==> src/pkg/tdsl_consts.svh <==
// timing and field constants for the tone digit steering latch
`ifndef TDSL_CONSTS_SVH
`define TDSL_CONSTS_SVH
`define TDSL_CLK_HZ          25000000
`define TDSL_CODE_W          4
`define TDSL_DETECT_MIN_MS   5
`define TDSL_DETECT_MAX_MS   14
`define TDSL_DETECT_CYC      ((`TDSL_CLK_HZ / 1000) * `TDSL_DETECT_MIN_MS)
`define TDSL_UPDATE_MAX_US   11
`define TDSL_UPDATE_CYC      ((`TDSL_CLK_HZ / 1000000) * `TDSL_UPDATE_MAX_US)
`define TDSL_ABSENT_CYC      250
`define TDSL_CODE_RESET      4'h0
`endif

==> src/pkg/tdsl_pkg.sv <==
// types for the tone digit steering latch
package tdsl_pkg;
   typedef logic [3:0] tdsl_code_t;
   typedef enum logic [1:0] {
      TDSL_IDLE    = 2'b00,
      TDSL_DETECT  = 2'b01,
      TDSL_STEER   = 2'b11,
      TDSL_RELEASE = 2'b10
   } tdsl_state_t;
endpackage : tdsl_pkg

==> src/hw/tdsl_steer.sv <==
// guard-time steering and digit code latch
// Notes on behaviour
// - short tone bursts leave latched code unchanged
// - valid tone decodes and latches code
// - code held until next valid tone
// - low enable floats digit outputs
// - latching continues while outputs disabled
// - short dropout keeps code and valid flag
// - early steer on valid frequencies immediately
// - delayed steer after present/absent guard times
// - steer pin senses input and drives network
// - code is four parallel bits
// - tone shorter than recognition time rejected
// - power-up latency ends at early steer
// - presence detected 5 to 14 ms
// - outputs update within 11 us of steer
`timescale 1ns/1ps
`include "tdsl_consts.svh"
module tdsl_steer #(
   parameter int DETECT_CYC = `TDSL_DETECT_CYC,
   parameter int ABSENT_CYC = `TDSL_ABSENT_CYC
) (
   input  wire logic             core_clk,
   input  wire logic             reset_n,
   input  wire logic             tone_valid_in,
   input  wire tdsl_pkg::tdsl_code_t tone_code_in,
   input  wire logic             power_down_in,
   input  wire logic             code_output_enable,
   input  wire logic             steer_guard_pin_in,
   output logic                  steer_guard_pin_out,
   output logic                  steer_guard_pin_oe_n,
   output logic                  early_steer_out,
   output logic                  delayed_steer_out,
   output tdsl_pkg::tdsl_code_t  digit_code_out,
   output logic                  digit_code_oe_n
);
   import tdsl_pkg::*;

   localparam int CW = 24;
   logic [5:0]  sync_q;
   logic        tone_s;
   tdsl_code_t  code_s;
   logic        pdn_s;
   logic        toe_s;
   logic        pin_s;
   logic [CW-1:0] guard_cnt;
   tdsl_state_t state;
   tdsl_state_t next_state;
   tdsl_code_t  code_latch;
   logic        latch_now;

   // every pin input crosses two flops before use
   tdsl_sync #(.W(6)) u_sync (
      .core_clk (core_clk),
      .reset_n  (reset_n),
      .d        ({tone_valid_in, tone_code_in, power_down_in}),
      .q        (sync_q)
   );
   assign tone_s = sync_q[5];
   assign code_s = sync_q[4:1];
   assign pdn_s  = sync_q[0];

   // output enable and steer pin sense also cross into this domain
   tdsl_sync #(.W(2)) u_sync2 (
      .core_clk (core_clk),
      .reset_n  (reset_n),
      .d        ({code_output_enable, steer_guard_pin_in}),
      .q        ({toe_s, pin_s})
   );

   // early steer follows detection directly, gated by power down
   always_ff @(posedge core_clk or negedge reset_n) begin
      if (!reset_n) begin
         early_steer_out <= 1'b0;
      end else begin
         early_steer_out <= tone_s && !pdn_s;
      end
   end

   // guard state machine: any change of tone condition restarts the count
   always_comb begin
      next_state = state;
      unique case (state)
         TDSL_IDLE:    if (tone_s) next_state = TDSL_DETECT;
         TDSL_DETECT: begin
            if (!tone_s) begin
               next_state = TDSL_IDLE;
            end else if (guard_cnt >= CW'(DETECT_CYC - 1) && pin_s) begin
               next_state = TDSL_STEER;
            end
         end
         TDSL_STEER:   if (!tone_s) next_state = TDSL_RELEASE;
         TDSL_RELEASE: begin
            if (tone_s) begin
               next_state = TDSL_STEER;
            end else if (guard_cnt >= CW'(ABSENT_CYC - 1) && !pin_s) begin
               next_state = TDSL_IDLE;
            end
         end
      endcase
      if (pdn_s) next_state = TDSL_IDLE;
   end

   always_ff @(posedge core_clk or negedge reset_n) begin
      if (!reset_n) begin
         state <= TDSL_IDLE;
      end else begin
         state <= next_state;
      end
   end

   // guard counter cleared at every state change
   always_ff @(posedge core_clk or negedge reset_n) begin
      if (!reset_n) begin
         guard_cnt <= '0;
      end else if (next_state != state) begin
         guard_cnt <= '0;
      end else if (guard_cnt != {CW{1'b1}}) begin
         guard_cnt <= guard_cnt + 1'b1;
      end
   end

   assign latch_now = (state == TDSL_DETECT) && (next_state == TDSL_STEER);

   // code latched one cycle after qualification, independent of enable
   always_ff @(posedge core_clk or negedge reset_n) begin
      if (!reset_n) begin
         code_latch <= `TDSL_CODE_RESET;
      end else if (latch_now) begin
         code_latch <= code_s;
      end
   end // otherwise held

   // delayed steer mirrors the qualified state, kept through dropouts
   always_ff @(posedge core_clk or negedge reset_n) begin
      if (!reset_n) begin
         delayed_steer_out <= 1'b0;
      end else begin
         delayed_steer_out <= (next_state == TDSL_STEER) ||
                              (next_state == TDSL_RELEASE);
      end
   end

   // pin driven as guard output; its sensed level gates the guard transitions,
   // so a network that holds the pin back also holds back steering
   always_ff @(posedge core_clk or negedge reset_n) begin
      if (!reset_n) begin
         steer_guard_pin_out <= 1'b0;
      end else begin
         steer_guard_pin_out <= tone_s && !pdn_s;
      end
   end
   assign steer_guard_pin_oe_n = 1'b0;

   assign digit_code_out  = code_latch;
   assign digit_code_oe_n = !toe_s;

   a_reject_short: assert property (@(posedge core_clk) disable iff (!reset_n)
      (state == TDSL_DETECT && !tone_s) |=> $stable(code_latch))
      else $error("short burst changed code");
   a_latch_value: assert property (@(posedge core_clk) disable iff (!reset_n)
      latch_now |=> code_latch == $past(code_s))
      else $error("code not latched");
   a_hold_code: assert property (@(posedge core_clk) disable iff (!reset_n)
      !latch_now |=> $stable(code_latch))
      else $error("code changed without latch");

   // checks on output enable, early steer, power down, the guard machine and the latched code
   a_enable_float: assert property (@(posedge core_clk) disable iff (!reset_n)
      $changed(digit_code_oe_n) |-> digit_code_oe_n == !$past(code_output_enable, 2))
      else $error("enable mismatch");
   a_dropout_kept: assert property (@(posedge core_clk) disable iff (!reset_n)
      (state == TDSL_RELEASE && tone_s && !pdn_s) |=> delayed_steer_out)
      else $error("dropout ended digit");
   a_early_steer: assert property (@(posedge core_clk) disable iff (!reset_n)
      (tone_s && !pdn_s) |=> early_steer_out)
      else $error("early steer late");
   a_steer_guard: assert property (@(posedge core_clk) disable iff (!reset_n)
      $rose(delayed_steer_out) |-> $past(state) == TDSL_DETECT)
      else $error("delayed steer without guard");
   a_power_down: assert property (@(posedge core_clk) disable iff (!reset_n)
      pdn_s |=> !early_steer_out && !delayed_steer_out)
      else $error("steer during power down");
   a_detect_span: assert property (@(posedge core_clk) disable iff (!reset_n)
      latch_now |-> guard_cnt >= CW'(DETECT_CYC - 1) && pin_s)
      else $error("digit accepted before present guard");
   a_release_guard: assert property (@(posedge core_clk) disable iff (!reset_n)
      (state == TDSL_RELEASE && next_state == TDSL_IDLE && !pdn_s) |-> !pin_s && guard_cnt >= CW'(ABSENT_CYC - 1))
      else $error("digit ended before absent guard");
   a_code_update: assert property (@(posedge core_clk) disable iff (!reset_n)
      $rose(delayed_steer_out) |-> code_latch == $past(code_s))
      else $error("code not ready with delayed steer");
   c_valid_digit: cover property (@(posedge core_clk) disable iff (!reset_n) latch_now);
   c_dropout: cover property (@(posedge core_clk) disable iff (!reset_n)
      state == TDSL_RELEASE ##1 state == TDSL_STEER);
   c_reject: cover property (@(posedge core_clk) disable iff (!reset_n)
      state == TDSL_DETECT ##1 state == TDSL_IDLE);
   c_hidden_latch: cover property (@(posedge core_clk) disable iff (!reset_n)
      latch_now && !toe_s);
   c_power_down: cover property (@(posedge core_clk) disable iff (!reset_n)
      pdn_s && tone_s);
endmodule : tdsl_steer

==> src/hw/tdsl_sync.sv <==
// two flip-flop synchroniser for pin inputs
`timescale 1ns/1ps
module tdsl_sync #(
   parameter int W = 1
) (
   input  wire logic         core_clk,
   input  wire logic         reset_n,
   input  wire logic [W-1:0] d,
   output logic      [W-1:0] q
);
   logic [W-1:0] meta;
   // first stage read only by the second stage
   always_ff @(posedge core_clk or negedge reset_n) begin
      if (!reset_n) begin
         meta <= '0;
         q    <= '0;
      end else begin
         meta <= d;
         q    <= meta;
      end
   end
endmodule : tdsl_sync

==> config.mk <==
export PLATFORM = sky130hd
export DESIGN_NAME = tdsl_steer
export DESIGN_NICKNAME = d
export VERILOG_FILES = /design/src/pkg/tdsl_pkg.sv /design/src/hw/tdsl_steer.sv /design/src/hw/tdsl_sync.sv
export VERILOG_INCLUDE_DIRS = /design/src /design/src/pkg
export SDC_FILE = /design/constraint.sdc
export NUM_CORES = 1
export LEC_CHECK = 0
export ABC_CLOCK_PERIOD_IN_PS = 1900
export BUFFER_PORTS_ARGS = -buffer_cell sky130_fd_sc_hd__buf_2
export CORE_MARGIN = 8
export CORE_UTILIZATION = 35
export CTS_BUF_LIST = sky130_fd_sc_hd__clkbuf_16
export DETAILED_ROUTE_END_ITERATION = 10
export PLACE_DENSITY = 0.5
export RECOVER_POWER = 25
export SYNTH_ARGS = -nofsm -noshare
export SYNTH_HDL_FRONTEND = slang
export SYNTH_SLANG_ARGS = --single-unit
export TNS_END_PERCENT = 5
==> constraint.sdc <==
create_clock -name core_clk -period 1.9 [get_ports core_clk]
set_input_delay 0.095 -clock core_clk [delete_from_list [all_inputs] [get_ports core_clk]]
set_output_delay 0.095 -clock core_clk [all_outputs]
set_load 0.005 [all_outputs]
==> impl_metrics.env <==
export IMPL_critPathMaxFanout=5
export IMPL_initial_utilization=0.365
export IMPL_worst_setup_path_end_kind="flip-flop"
export IMPL_io_pins=19
export IMPL_syn2layout_area_growth_pct=32.4
export IMPL_dp_hpwl_um=3660
export IMPL_grt_usage=0.112
export IMPL_status="finished clean"
export IMPL_rows=29
export IMPL_leakagePower_uw=0.00133
export IMPL_hold_ws_ps=348
export IMPL_grt_max_degree=27
export IMPL_crit_path_max_incr_delay_ps=540
export IMPL_cts_clk_slew_worst_paths_ps=70
export IMPL_worst_pin_slew_ps=1350
export IMPL_synth_nets=223
export IMPL_setup_viol=0
export IMPL_relSlewSlack=0.102
export IMPL_crit_slowest_cell="or4_4"
export IMPL_antenna_found_initial=0
export IMPL_cp_cell_sequence="nand3_1 > or4_4 > o21ai_4 > buf_6 > mux2_2"
export IMPL_finalHoldViolations=0
export IMPL_worstPathArrival_ps=2010
export IMPL_drv_slew=0
export IMPL_yosysWarnings=0
export IMPL_fin_tns_setup_ps=0
export IMPL_seq_area_um2=1200
export IMPL_crit_required_ps=2080
export IMPL_netlist_instances=210
export IMPL_num_fill_cells=571
export IMPL_grt_first_pass_wirelength_um=8850
export IMPL_synth_edf_count=0
export IMPL_die_y_um=97.6
export IMPL_remaining_drc_errors=0
export IMPL_synth_cell_type_count=51
export IMPL_final_layout_size_suffix_gt1_frac=0.395
export IMPL_design_die_area_um2=9530
export IMPL_final_common_cell="dfrtp_1"
export IMPL_finalCritPeriodShare=0.967
export IMPL_cts_tree="yes"
export IMPL_n_antenna_cell=0
export IMPL_hp_class="reg2reg"
export IMPL_peakVddDrop_v=0.000484
export IMPL_portBuffers=17
export IMPL_drt_pass1_iterations=4
export IMPL_fin_skew_ps=6.39
export IMPL_synth_area_per_cell_um2=11.1
export IMPL_first_iter_violations=69
export IMPL_crit_type="reg2reg"
export IMPL_yosysSeqAreaShare=0.515
export IMPL_routed_wl_um=5030
export IMPL_nets=283
export IMPL_grt_pass1_vias=1792
export IMPL_multi_input_area_um2=1130
export IMPL_routedWlPerCell_um=14.5
export IMPL_drtAntennaViolNets=0
export IMPL_synth_seq_cells=48
export IMPL_period_needed_ps=1840
export IMPL_synthArstFlopShare=1.00
export IMPL_grt_overflow_total=0
export IMPL_ys_flop_type="dfrtp_1"
export IMPL_via_per_inst=5.00
export IMPL_cts_buffers=5
export IMPL_syn_cell_area_um2=2330
export IMPL_drv_cap=0
export IMPL_clkLatencyLatePin_ps=290
export IMPL_cts_sinks=48
export IMPL_rsz0062_at_grt="true"
export IMPL_clockBufferDepth=2
export IMPL_fmax_mhz=544
export IMPL_htree_levels=2
export IMPL_final_cell_mix="dfrtp_1 (45), buf_4 (29), nor2_2 (20)"
export IMPL_vias=1740
export IMPL_worst_setup_path_start_kind="flip-flop"
export IMPL_finalWeightedCongestion=0.800
export IMPL_die_x_um=97.6
export IMPL_core_area_um2=6390
export IMPL_power_density_nw_per_um2=733
export IMPL_cts_root_buf="clkbuf_16"
-- per-stage QoR --
stage | cells | power (µW) | worst slack, ps | utilization | instance area, µm²
5_1_grt | 348 | 2380 | -4.01 | 0.483 | 3090
6_report | 348 | 2260 | 62.1 | 0.483 | 3090
2_1_floorplan | 210 | 1230 | 75.1 | - | 2330
3_3_place_gp | 330 | 1320 | -46.0 | 0.427 | 2730
4_1_cts | 347 | 2260 | 2.80 | 0.468 | 2990
3_5_place_dp | 330 | 1330 | -89.4 | 0.427 | 2730
-- cell usage after synthesis, types with 2 or more instances --
| library cell | count | area [µm²] |
|---|---|---|
| xor2_1 | 9 | 78.8 |
| dfrtp_1 | 48 | 1200 |
| mux2_2 | 4 | 45.0 |
| clkbuf_1 | 4 | 15.0 |
| nor2_1 | 7 | 26.3 |
| nor4_2 | 2 | 25.0 |
| nor2_2 | 20 | 125 |
| o2111ai_1 | 3 | 26.3 |
| and2b_1 | 2 | 15.0 |
| buf_4 | 2 | 15.0 |
| nand4_1 | 5 | 31.3 |
| nor4_1 | 4 | 25.0 |
| nand2b_1 | 2 | 12.5 |
| nand2_1 | 8 | 30.0 |
| nand3_1 | 7 | 35.0 |
| and4_1 | 4 | 35.0 |
| a21oi_1 | 7 | 35.0 |
| ha_1 | 3 | 37.5 |
| o31ai_1 | 2 | 15.0 |
| xnor2_1 | 9 | 78.8 |
| inv_1 | 7 | 26.3 |
| o21ai_0 | 5 | 25.0 |
| and3_1 | 5 | 31.3 |
| o211ai_1 | 3 | 22.5 |
| buf_12 | 2 | 40.0 |
| nor3_1 | 11 | 55.1 |
-- flip-flops by register name, summed over array words and instances, names as in the netlist --
register             count
delayed_steer_out        1
digit_code_out           4
guard_cnt               24
state                    2
steer_guard_pin_out      1
u_sync.meta              6
u_sync.q                 6
u_sync2.meta             2
u_sync2.q                2
-- worst paths after layout --
path                            slack, ps  depth (start not counted)                            end                       from
worst max register to register         60                          5  digit_code_out[3]$_DFFE_PN0P_  guard_cnt[14]$_DFFE_PN0P_
worst max-delay path                   60                          5  digit_code_out[3]$_DFFE_PN0P_  guard_cnt[14]$_DFFE_PN0P_
worst min-delay path                  350                          0         u_sync2.q[1]$_DFF_PN0_  u_sync2.meta[1]$_DFF_PN0_
max in group asynchronous             360                          2       guard_cnt[0]$_DFFE_PN0P_                    reset_n
worst min register to register        350                          0         u_sync2.q[1]$_DFF_PN0_  u_sync2.meta[1]$_DFF_PN0_
min in group asynchronous             640                          2         u_sync2.q[1]$_DFF_PN0_                    reset_n
-- per-layer routing --
layer  GRT usage  wire (µm)
met3      0.0277        167
met1       0.141       2390
met2       0.182       2420
met4      0.0350         49
met5           0          0
-- kinds of logic after synthesis --
| family | synth area share |
|---|---|
| AO/OA/AOI/OAI | 0.0961 |
| XOR/XNOR | 0.0676 |
| adder cells (fa/ha/maj) | 0.0161 |
| buffers and inverters | 0.0435 |
| flip-flops | 0.515 |
| multiplexers | 0.0236 |
| other | 0.00161 |
| AND/OR/NAND/NOR | 0.236 |
-- what timing repair did --
item,CTS,global route
setup buffers,0,1
pin swaps,1,4
hold buffers,9,0
resized for setup,5,20
setup endpoints to repair,29,30
hold endpoints to repair,30,0
-- final cells by class --
class | instances | share of cell area
well taps | 77 | 0.0312
inverters | 7 | 0.00851
repair buffers | 62 | 0.156
multi-input cells | 146 | 0.366
clock inverters | 3 | 0.00811
clock buffers | 5 | 0.0405
flip-flops and latches | 48 | 0.390
-- where the power goes --
group / switching [µW] / total [µW] / internal (µW)
clock: 387 / 884 / 497
sequential: 50.7 / 1120 / 1070
combinational: 128 / 263 / 135
-- critical path, delay by kind of cell (launching register included) --
kind	cells	cell delay, ps
buf+inv	1	130
simple gates	2	680
flops	1	430
mux	1	320
compound gates	1	150
No activity file was read; power rests on OpenSTA's default activity.
